$ cat src/sysctl_pkg.sv
// shared constants and carrier types for the cpu system control registers
package sysctl_pkg;

    // register offsets, register addressing space, set 1
    localparam logic [7:0] OFS_SYSTEM_FLAGS           = 8'hd5;
    localparam logic [7:0] OFS_INSTR_POINTER_HIGH     = 8'hda;
    localparam logic [7:0] OFS_INSTR_POINTER_LOW      = 8'hdb;
    localparam logic [7:0] OFS_INTERRUPT_LEVEL_MASK   = 8'hdd;
    localparam logic [7:0] OFS_EXTERNAL_MEMORY_TIMING = 8'hfe;

    // bank in which the memory timing register lives
    localparam logic       BANK_EXTERNAL_MEMORY_TIMING = 1'b0;

    // memory timing field positions
    localparam int EMT_WAIT_INPUT_BIT = 7;
    localparam int EMT_SLOW_BIT       = 6;
    localparam int EMT_PROG_WAIT_HI   = 5;
    localparam int EMT_PROG_WAIT_LO   = 4;
    localparam int EMT_DATA_WAIT_HI   = 3;
    localparam int EMT_DATA_WAIT_LO   = 2;
    localparam int EMT_STACK_BIT      = 1;

    // reset values
    localparam logic [7:0] RST_EXTERNAL_MEMORY_TIMING = 8'h7c;
    localparam logic [7:0] RST_SYSTEM_FLAGS           = 8'h00;
    localparam logic [7:0] RST_INTERRUPT_LEVEL_MASK   = 8'h00;
    localparam logic [7:0] RST_INSTR_POINTER_HIGH     = 8'h00;
    localparam logic [7:0] RST_INSTR_POINTER_LOW      = 8'h00;

    // answer for refused or unmapped reads
    localparam logic [7:0] READ_EMPTY = 8'h00;

    // timing: extra wait added by slow memory timing
    localparam logic [2:0] SLOW_EXTRA_WAIT = 3'h1;

    typedef enum logic [1:0]
    {
        MODE_REGISTER = 2'b00,
        MODE_INDIRECT = 2'b01,
        MODE_INDEXED  = 2'b10
    } addr_mode_t;

    typedef enum logic [1:0]
    {
        OP_NONE  = 2'b00,
        OP_ADD   = 2'b01,
        OP_SUB   = 2'b10,
        OP_LOGIC = 2'b11
    } alu_kind_t;

    typedef enum logic
    {
        ST_IDLE = 1'b0,
        ST_WAIT = 1'b1
    } wait_state_t;

    // flags register image, bit 7 first
    typedef struct packed
    {
        logic carry;
        logic zero;
        logic sign;
        logic overflow;
        logic decimal;
        logic half;
        logic fast_service_active_flag;
        logic bank;
    } flags_t;

    typedef struct packed
    {
        logic       wr;
        logic       rd;
        addr_mode_t mode;
        logic [7:0] addr;
        logic [7:0] wdata;
    } reg_req_t;

    // alu operation from the datapath: kind, operands and carry in; for logic ops a holds the result
    typedef struct packed
    {
        alu_kind_t  kind;
        logic [7:0] a;
        logic [7:0] b;
        logic       cin;
    } alu_req_t;

    typedef struct packed
    {
        logic start;
        logic is_data;
    } mem_req_t;

    typedef struct packed
    {
        logic       wait_input_enable;
        logic       slow_timing;
        logic [1:0] prog_wait;
        logic [1:0] data_wait;
        logic       stack_external;
    } mem_cfg_t;

endpackage

$ cat src/flag_calc.sv
// arithmetic flag evaluation for one alu outcome
module flag_calc
(
    input  wire sysctl_pkg::alu_req_t req,
    input  wire sysctl_pkg::flags_t   cur,
    output sysctl_pkg::flags_t        next_flags
);
    import sysctl_pkg::*;

    logic [8:0] wide;
    logic [4:0] nib;
    logic [7:0] res;

    always_comb
    begin
        next_flags = cur;
        wide       = 9'h000;
        nib        = 5'h00;
        res        = req.a;
        case (req.kind)
            OP_ADD:
            begin
                wide = {1'b0, req.a} + {1'b0, req.b} + {8'h00, req.cin};
                nib  = {1'b0, req.a[3:0]} + {1'b0, req.b[3:0]} + {4'h0, req.cin};
                res  = wide[7:0];
                // carry out of bit 7
                next_flags.carry    = wide[8];
                // signed range exceeded
                next_flags.overflow = (req.a[7] == req.b[7]) && (res[7] != req.a[7]);
                // addition recorded
                next_flags.decimal  = 1'b0;
                // carry out of bit 3
                next_flags.half     = nib[4];
            end
            OP_SUB:
            begin
                wide = {1'b0, req.a} - {1'b0, req.b} - {8'h00, req.cin};
                nib  = {1'b0, req.a[3:0]} - {1'b0, req.b[3:0]} - {4'h0, req.cin};
                res  = wide[7:0];
                // borrow into bit 7
                next_flags.carry    = wide[8];
                // signed range exceeded
                next_flags.overflow = (req.a[7] != req.b[7]) && (res[7] != req.a[7]);
                // subtraction recorded
                next_flags.decimal  = 1'b1;
                // borrow into bit 3
                next_flags.half     = nib[4];
            end
            OP_LOGIC:
            begin
                // logic results cannot overflow
                next_flags.overflow = 1'b0;
            end
            default:
            begin
                res = req.a;
            end
        endcase
        if (req.kind != OP_NONE)
        begin
            // zero result
            next_flags.zero = (res == 8'h00);
            // copy result msb
            next_flags.sign = res[7];
        end
    end

endmodule

$ cat src/cpu_system_control_registers.sv
// cpu system control registers: memory timing, flags, interrupt mask, instruction pointer
// Operation
// bit 6 selects slow memory timing
// bits 5:4 give program wait cycles
// bits 3:2 give data wait cycles
// bit 1 puts stack in external memory
// software clears memory timing after reset
// software leaves memory timing alone afterwards
// carry flag from bit 7 carry/borrow
// zero flag when result is zero
// sign flag copies result msb
// overflow flag outside -128..+127
// decimal flag records add or subtract
// half-carry from bit 3 carry/borrow
// fast service flag set, cleared by return
// bank flag set/cleared by bank instructions
// register addressing mode access only
// high byte holds pointer bits 15:8
// mask bit n enables interrupt level n
module cpu_system_control_registers
#(
    parameter int IRQ_LEVELS = 8
)
(
    input  wire logic                    mclk,
    input  wire logic                    arst_n,
    input  wire sysctl_pkg::reg_req_t    reg_req,
    output sysctl_pkg::mem_cfg_t         mem_cfg,
    output logic [7:0]                   reg_rdata,
    output logic                         reg_rvalid,
    input  wire sysctl_pkg::alu_req_t    alu_req,
    input  wire logic                    fast_irq_enter,
    input  wire logic                    interrupt_return_instr,
    input  wire logic                    select_bank_zero_instr,
    input  wire logic                    select_bank_one_instr,
    input  wire logic                    ip_load,
    input  wire logic [15:0]             ip_value,
    input  wire logic [IRQ_LEVELS-1:0]   irq_request,
    output logic [IRQ_LEVELS-1:0]        irq_enabled,
    input  wire sysctl_pkg::mem_req_t    mem_req,
    output logic                         mem_stall,
    output sysctl_pkg::flags_t           flags,
    output logic [15:0]                  instr_pointer
);
    import sysctl_pkg::*;

    logic                  rst_meta_n;
    logic                  rst_n;
    logic [7:0]            external_memory_timing;
    flags_t                system_flags;
    flags_t                next_flags;
    logic [7:0]            interrupt_level_mask;
    logic [7:0]            instr_pointer_high;
    logic [7:0]            instr_pointer_low;
    logic                  reg_mode_ok;
    logic                  wr_ok;
    logic                  rd_ok;
    logic                  emt_visible;
    logic                  hit_emt;
    logic                  hit_flags;
    logic                  hit_iph;
    logic                  hit_ipl;
    logic                  hit_imr;
    logic [7:0]            next_rdata;
    wait_state_t           wait_state;
    logic [2:0]            wait_count;
    logic [2:0]            wait_need;
    logic [2:0]            wait_base;

    // reset release through two flops
    always_ff @(posedge mclk or negedge arst_n)
    begin
        if (!arst_n)
        begin
            rst_meta_n <= 1'b0;
            rst_n      <= 1'b0;
        end
        else
        begin
            rst_meta_n <= 1'b1;
            rst_n      <= rst_meta_n;
        end
    end

    // indirect and indexed accesses are ignored
    assign reg_mode_ok = (reg_req.mode == MODE_REGISTER);
    assign wr_ok       = reg_req.wr && reg_mode_ok;
    assign rd_ok       = reg_req.rd && reg_mode_ok;

    // memory timing register sits in bank 0 only
    assign emt_visible = (system_flags.bank == BANK_EXTERNAL_MEMORY_TIMING);
    assign hit_emt     = (reg_req.addr == OFS_EXTERNAL_MEMORY_TIMING) && emt_visible;
    assign hit_flags   = (reg_req.addr == OFS_SYSTEM_FLAGS);
    assign hit_iph     = (reg_req.addr == OFS_INSTR_POINTER_HIGH);
    assign hit_ipl     = (reg_req.addr == OFS_INSTR_POINTER_LOW);
    assign hit_imr     = (reg_req.addr == OFS_INTERRUPT_LEVEL_MASK);

    flag_calc u_flag_calc
    (
        .req        (alu_req),
        .cur        (system_flags),
        .next_flags (next_flags)
    );

    // memory timing; bit 0 reads zero
    always_ff @(posedge mclk or negedge rst_n)
    begin
        if (!rst_n)
        begin
            external_memory_timing <= RST_EXTERNAL_MEMORY_TIMING;
        end
        else if (wr_ok && hit_emt)
        begin
            external_memory_timing <= {reg_req.wdata[7:1], 1'b0};
        end
    end

    // decoded memory timing controls
    always_ff @(posedge mclk or negedge rst_n)
    begin
        if (!rst_n)
        begin
            mem_cfg <= '0;
        end
        else
        begin
            mem_cfg.wait_input_enable <= external_memory_timing[EMT_WAIT_INPUT_BIT];
            // slow timing select
            mem_cfg.slow_timing       <= external_memory_timing[EMT_SLOW_BIT];
            // program wait field
            mem_cfg.prog_wait <= external_memory_timing[EMT_PROG_WAIT_HI:EMT_PROG_WAIT_LO];
            // data wait field
            mem_cfg.data_wait <= external_memory_timing[EMT_DATA_WAIT_HI:EMT_DATA_WAIT_LO];
            // stack area select
            mem_cfg.stack_external    <= external_memory_timing[EMT_STACK_BIT];
        end
    end

    // wait cycles; slow adds one
    always_comb
    begin
        // program access wait
        wait_base = {1'b0, external_memory_timing[EMT_PROG_WAIT_HI:EMT_PROG_WAIT_LO]};
        if (mem_req.is_data)
        begin
            // data access wait
            wait_base = {1'b0, external_memory_timing[EMT_DATA_WAIT_HI:EMT_DATA_WAIT_LO]};
        end
        wait_need = wait_base;
        if (external_memory_timing[EMT_SLOW_BIT])
        begin
            // slow timing adds a cycle
            wait_need = wait_base + SLOW_EXTRA_WAIT;
        end
    end

    // wait-state sequencer
    always_ff @(posedge mclk or negedge rst_n)
    begin
        if (!rst_n)
        begin
            wait_state <= ST_IDLE;
            wait_count <= 3'h0;
            mem_stall  <= 1'b0;
        end
        else
        begin
            case (wait_state)
                ST_IDLE:
                begin
                    if (mem_req.start && (wait_need != 3'h0))
                    begin
                        wait_state <= ST_WAIT;
                        wait_count <= wait_need;
                        mem_stall  <= 1'b1;
                    end
                end
                ST_WAIT:
                begin
                    wait_count <= wait_count - 3'h1;
                    if (wait_count == 3'h1)
                    begin
                        wait_state <= ST_IDLE;
                        mem_stall  <= 1'b0;
                    end
                end
                default:
                    wait_state <= ST_IDLE;
            endcase
        end
    end

    // arithmetic flags; write beats alu
    always_ff @(posedge mclk or negedge rst_n)
    begin
        if (!rst_n)
        begin
            {system_flags.carry, system_flags.zero, system_flags.sign,
             system_flags.overflow, system_flags.decimal, system_flags.half}
                <= RST_SYSTEM_FLAGS[7:2];
        end
        else if (wr_ok && hit_flags)
        begin
            {system_flags.carry, system_flags.zero, system_flags.sign,
             system_flags.overflow, system_flags.decimal, system_flags.half}
                <= reg_req.wdata[7:2];
        end
        else
        begin
            // carry, zero, sign
            system_flags.carry    <= next_flags.carry;
            system_flags.zero     <= next_flags.zero;
            system_flags.sign     <= next_flags.sign;
            // overflow, decimal, half
            system_flags.overflow <= next_flags.overflow;
            system_flags.decimal  <= next_flags.decimal;
            system_flags.half     <= next_flags.half;
        end
    end

    // fast service flag; set wins
    always_ff @(posedge mclk or negedge rst_n)
    begin
        if (!rst_n)
        begin
            system_flags.fast_service_active_flag <= RST_SYSTEM_FLAGS[1];
        end
        else if (fast_irq_enter)
        begin
            // set on fast entry
            system_flags.fast_service_active_flag <= 1'b1;
        end
        else if (interrupt_return_instr)
        begin
            // cleared on return
            system_flags.fast_service_active_flag <= 1'b0;
        end
        else if (wr_ok && hit_flags)
        begin
            system_flags.fast_service_active_flag <= reg_req.wdata[1];
        end
    end

    // bank flag: instructions first, then a direct write
    always_ff @(posedge mclk or negedge rst_n)
    begin
        if (!rst_n)
        begin
            system_flags.bank <= RST_SYSTEM_FLAGS[0];
        end
        else if (select_bank_one_instr)
        begin
            // select bank one
            system_flags.bank <= 1'b1;
        end
        else if (select_bank_zero_instr)
        begin
            // select bank zero
            system_flags.bank <= 1'b0;
        end
        else if (wr_ok && hit_flags)
        begin
            system_flags.bank <= reg_req.wdata[0];
        end
    end

    assign flags = system_flags;

    // interrupt level mask
    always_ff @(posedge mclk or negedge rst_n)
    begin
        if (!rst_n)
        begin
            interrupt_level_mask <= RST_INTERRUPT_LEVEL_MASK;
        end
        else if (wr_ok && hit_imr)
        begin
            interrupt_level_mask <= reg_req.wdata;
        end
    end

    // per-level enable gate
    always_ff @(posedge mclk or negedge rst_n)
    begin
        if (!rst_n)
        begin
            irq_enabled <= '0;
        end
        else
        begin
            for (int n = 0; n < IRQ_LEVELS; n++)
            begin
                irq_enabled[n] <= irq_request[n] && (n < 8) && interrupt_level_mask[n % 8];
            end
        end
    end

    // pointer bytes; core load wins
    always_ff @(posedge mclk or negedge rst_n)
    begin
        if (!rst_n)
        begin
            instr_pointer_high <= RST_INSTR_POINTER_HIGH;
            instr_pointer_low  <= RST_INSTR_POINTER_LOW;
        end
        else if (ip_load)
        begin
            // upper byte from bits 15:8
            instr_pointer_high <= ip_value[15:8];
            instr_pointer_low  <= ip_value[7:0];
        end
        else if (wr_ok && hit_iph)
        begin
            instr_pointer_high <= reg_req.wdata;
        end
        else if (wr_ok && hit_ipl)
        begin
            instr_pointer_low <= reg_req.wdata;
        end
    end

    // pointer assembled from both bytes
    assign instr_pointer = {instr_pointer_high, instr_pointer_low};

    // read mux; refused reads zero
    always_comb
    begin
        next_rdata = READ_EMPTY;
        if (rd_ok)
        begin
            if (hit_emt)
            begin
                next_rdata = external_memory_timing;
            end
            else if (hit_flags)
            begin
                next_rdata = system_flags;
            end
            else if (hit_iph)
            begin
                next_rdata = instr_pointer_high;
            end
            else if (hit_ipl)
            begin
                next_rdata = instr_pointer_low;
            end
            else if (hit_imr)
            begin
                next_rdata = interrupt_level_mask;
            end
        end
    end

    // answer one cycle after any read
    always_ff @(posedge mclk or negedge rst_n)
    begin
        if (!rst_n)
        begin
            reg_rdata  <= 8'h00;
            reg_rvalid <= 1'b0;
        end
        else
        begin
            reg_rdata  <= next_rdata;
            reg_rvalid <= reg_req.rd;
        end
    end

endmodule

$ cat config.mk
export PLATFORM = sky130hd
export DESIGN_NAME = cpu_system_control_registers
export DESIGN_NICKNAME = d
export VERILOG_FILES = /design/src/sysctl_pkg.sv /design/src/flag_calc.sv /design/src/cpu_system_control_registers.sv
export SDC_FILE = /design/constraint.sdc
export NUM_CORES = 1
export LEC_CHECK = 0
export ABC_AREA = 0
export BUFFER_PORTS_ARGS = -buffer_cell sky130_fd_sc_hd__buf_2
export CORE_ASPECT_RATIO = 1.4
export CORE_UTILIZATION = 57
export DETAILED_ROUTE_END_ITERATION = 10
export MAX_ROUTING_LAYER = met4
export PLACE_DENSITY = 0.86
export SETUP_SLACK_MARGIN = 0.3
export SYNTH_ARGS = -nofsm -noshare
export SYNTH_HDL_FRONTEND = slang
export SYNTH_SLANG_ARGS = --single-unit
$ cat constraint.sdc
create_clock -name mclk -period 4.9 [get_ports mclk]
set_clock_uncertainty 0.2 [all_clocks]
set_input_delay 0.98 -clock mclk [delete_from_list [all_inputs] [get_ports mclk]]
set_output_delay 0.98 -clock mclk [all_outputs]
set_load 0.05 [all_outputs]
[Word level (Yosys, flattened, before mapping)]
Cells that the tools add are included.
Storage, ports and cells
  bits in registers: 70
  input port bits: 72
  output and inout port bits: 49
  logic and storage cells: 118
Cells by class
  $add $sub $neg: 10
  eq/ne operators: 16
  mux-type cells: 33
  bitwise gates (word level): 2
  reduce and logical (&&, ||, !) cells: 32
Operator list (count)
  $mux 8: 11
  $eq 8x8->1 const B: 5
  $logic_and 1x1->1: 19
  $pmux 8 s2: 1
  $reduce_bool 3->1: 4
  $mux 1: 10
  $add 8x8->9: 1
  $add 9x1->9: 1
  $sub 8x8->9: 1
  $sub 9x1->9: 1
  $logic_not 8->1: 1
  $reduce_bool 2->1: 4
  $mux 3: 2
  $mux 6: 1
  $pmux 1 s2: 3
  $pmux 3 s2: 1
  $add 4x4->5: 1
  $add 5x1->5: 1
  $sub 4x4->5: 1
  $sub 5x1->5: 1
  $eq 2x2->1 const B: 2
  $mux 2: 2
  $ne 2x2->1 const B: 2
  $pmux 2 s2: 1
  other kinds (12): 16

[Depth between registers and ports, before layout]
  depth in word-level cells: 7
  depth in mapped cells: 11
  gate-level depth less buffers: 11

[By module]
Synthesis repeated with hierarchy kept, for this count alone.
Second synthesis, totals
  cells, all modules: 421
  area total of the unflattened synthesis: 4334.2 um^2
By module, submodules not included
  cpu_system_control_registers: instances 1, cells an instance 258, area an instance 3158.0 um^2, seq. area each 1757.9 um^2
  flag_calc: instances 1, cells an instance 163, area an instance 1176.1 um^2, seq. area each 0.0 um^2

[Worst setup path after synthesis]
Ideal clock, no wire load.
  kind: input-to-reg
  from: in alu_req[0] in the netlist's numbering
  to: reg system_flags (netlist bit flags[6])
  setup time: 95 ps
  arrival: 3842 ps
  required time: 4605 ps
  setup slack: 763 ps
  stages on the path: 11
  buffers on the path: 0
  path through: fa_1 inv_1 ha_1 or2_2 fa_1 nand2b_1 a21oi_1 mux2_2 a2111oi_2 a211oi_1 nor4b_2
Between the ends
  longest elaborated chain between the ends: 5
  elaborated cells between the ends (all ways): 6
  those cells by class: 2 x add/sub; 3 x mux; 1 x reduce/logical
RTL lines
  start, declared: RTL line cpu_system_control_registers.sv:31  | input wire sysctl_pkg::alu_req_t alu_req,
  $sub 9x1->9 or $add 9x1->9 (tied branches): RTL line flag_calc.sv:37, flag_calc.sv:23
  $pmux 8 s2 (*): RTL line flag_calc.sv:20  | case (req.kind)
  $logic_not 8->1 (*): RTL line flag_calc.sv:62  | next_flags.zero = (res == 8'h00);
  $mux 2 (*): RTL line flag_calc.sv:59  | if (req.kind != OP_NONE)
  $mux 6 (*): RTL line cpu_system_control_registers.sv:202  | else if (wr_ok && hit_flags)
  end, declared: RTL line cpu_system_control_registers.sv:50  | flags_t system_flags;
Every way passes the cells marked *; elsewhere a longest branch is shown, timed or not. The select of a mux whose other input is x is not followed.
A chain may end at the register's enable or synchronous reset.

[Final worst setup path]
Ends and elaborated chain as after synthesis.

==> results.cfg <==
[run_status]
outcome = finished clean

[clock_network]
ctsHoldBuffers = 0
clk_path_buf_depth = 2
cts_buffers = 9
cts_tree = yes
htreeDepth = 3
clock_latency_ps = 360
path_clk_slew_ps = 80
post_cts_buffers = 0
cts_sinks = 70
ctsResizeCount = 0
root_buffer = clkbuf_8

[route]
drt-pass1-iter-count = 6
avgRoutedWirePerCell_um = 16.5
via_per_inst = 5.76
final_antenna_net_count = 0
drt_iter0_markers = 265
drt_wl_total_um = 10800
drc = 0
vias = 3761

[worst_setup_path]
crit_top_cell = fa_1
crit_buf_inv = 2
critPathKind = input pin to flip-flop
slowest_delay_ps = 580
crit_path_start_kind = input pin
cp_slowest_cell = fa_1
worst_ep_required_time_ps = 4960
cp_top_family = adder cells
path_max_fanout = 3
worstPathCellList = buf_2, fa_1, inv_1, ha_1, or2_2, fa_1, nand2b_1, a21oi_1, mux2_2, a2111oi_2, a211oi_1, nor4b_2
endpoint_kind = flip-flop
cp.arrival_ps = 4200

[worst_hold_path]
hold_class = flip-flop to flip-flop

[synth]
ys_seq_elements = 70
synth_edf_count = 0
synth.distinct_cells = 59
synthArstFlopShare = 1.00
synth_nets = 534
synth.most_common_cell = dfrtp_1
netlist.top_cell.by_area = dfrtp_1
syn_avg_cell_area_sq_um = 9.84
yosys.area.top_type_share = 0.385
seq_area_frac_synth = 0.416
synthTopCellsByArea = dfrtp_1 (38%), ha_1 (8.3%), mux2i_1 (7.6%), mux2_2 (4.3%), a21oi_1 (3.7%)
synthFlopType = dfrtp_1
synth_commonest_cells = dfrtp_1 (65), inv_1 (35), mux2i_1 (32), a21oi_1 (31)
ys_warn_count = 0
syn_inst = 430
syn_area_sq_um = 4230

[grt]
grt_max_degree = 69
grt.total_usage = 0.306
antenna_found_initial = 0
grt_pass1_vias = 3761
grt_overflow = 0
grt_pass1_wl_um = 17400

[sta]
finalSetupViolCount = 0
hold_slack_ps = 166
timing.fmax_ghz = 0.242
final.setup.tns_ps = 0
period_minus_slack_ps = 4140
slew_headroom = 0.449
finalHoldViolations = 0
maxSlewViolCount = 0
rsz0062_at_grt = no
worst_slack_ps = 760
fin_crit_sh = 0.845
tightestPinTransition_ps = 824

[finish]
diodes = 0
regArea_sq_um = 1760
multi_input_area_sq_um = 2280
fillCellCount = 538
finalInstanceArea_sq_um = 5130
stdcell_count = 653
syn_to_final_growth_pct = 21.3
drive_above_1_share = 0.303
finalNetCount = 657

[placed_design]
post-dp-hpwl_um = 8430
dpl_worst_slack_ps = 408
port_buffers = 120
gp_congestion = 0.964
placed_cell_area_sq_um = 4930
placed_cells = 637

[floorplan]
dieArea_sq_um = 7780
core_area_sq_um = 7070
fp.dieW_um = 74.8
ios = 121
start_util = 0.598
dieHeight_um = 104
num_rows = 36

[pwr]
irDropWorstVdd_mv = 0.172
leakagePower_nw = 2.64
p_per_area_nw_per_um2 = 302

[run]
cap_violations = 0
-- through the flow --
stage          utilization  total power, mW
2_1_floorplan            -            0.962
3_3_place_gp         0.697             1.07
3_5_place_dp         0.697             1.09
4_1_cts              0.726             1.55
5_1_grt              0.726             1.63
6_report             0.726             1.55
-- worst paths after layout --
kind,from,end,slack [ps],cells after the start
setup reg to reg,external_memory_timing[2],wait_count[0],2590,8
hold reg to reg,rst_meta_n,rst_n,170,0
setup / recovery,alu_req[0],flags[6],760,12
max in group asynchronous,rst_n,flags[0],3720,1
hold / removal,rst_meta_n,rst_n,170,0
min in group asynchronous,arst_n,rst_meta_n,190,1
-- layout by cell type (no fill, tap or decap), types with 16 or more instances in the layout --
cell | synthesis | routed
mux2i_1 | 32 | 32
buf_2 | 3 | 120
mux2_2 | 16 | 16
inv_1 | 35 | 35
nand2_1 | 29 | 29
nor2_1 | 29 | 29
a21oi_1 | 31 | 31
o21ai_0 | 20 | 20
dfrtp_1 | 65 | 64
ha_1 | 28 | 28
-- where the power goes --
part | switching, mW | total, mW | internal, mW
Combinational | 0.277 | 0.431 | 0.154
Clock | 0.218 | 0.465 | 0.247
Sequential | 0.0352 | 0.652 | 0.617
-- final cells by class --
| type | instances | area share |
|---|---|---|
| timing repair buffer | 125 | 0.124 |
| inverter | 36 | 0.0263 |
| clock buffer | 10 | 0.0268 |
| sequential | 70 | 0.343 |
| multi-input combinational | 311 | 0.445 |
| tap | 95 | 0.0232 |
| clock inverter | 6 | 0.0119 |
-- per-layer routing --
| metal | wire [um] | up-vias | track usage |
|---|---|---|---|
| met1 | 3920 | 1782 | 0.316 |
| met4 | 425 | 0 | 0.148 |
| met3 | 536 | 35 | 0.0494 |
| met2 | 5920 | 175 | 0.541 |
| li1 | - | 1769 | - |
| met5 | 0 | - | - |
-- cells by family after synthesis --
| kind of cell | synth area share |
|---|---|
| mux | 0.118 |
| flops | 0.416 |
| simple gates | 0.140 |
| xor+xnor | 0.0269 |
| fa+ha+maj | 0.102 |
| other cells | 0.000886 |
| buf+inv | 0.0453 |
| compound gates | 0.151 |
-- state kept, by name, summed over array words and instances, names as in the netlist --
signal and count:
mem_stall 1, wait_state 1, mem_cfg 7, interrupt_level_mask 8, rst_n 1, rst_meta_n 1, irq_enabled 8, external_memory_timing 7
reg_rvalid 1, reg_rdata 8, instr_pointer_low 8, instr_pointer_high 8, flags 8, wait_count 3
Power figures use the tool's default switching activity.
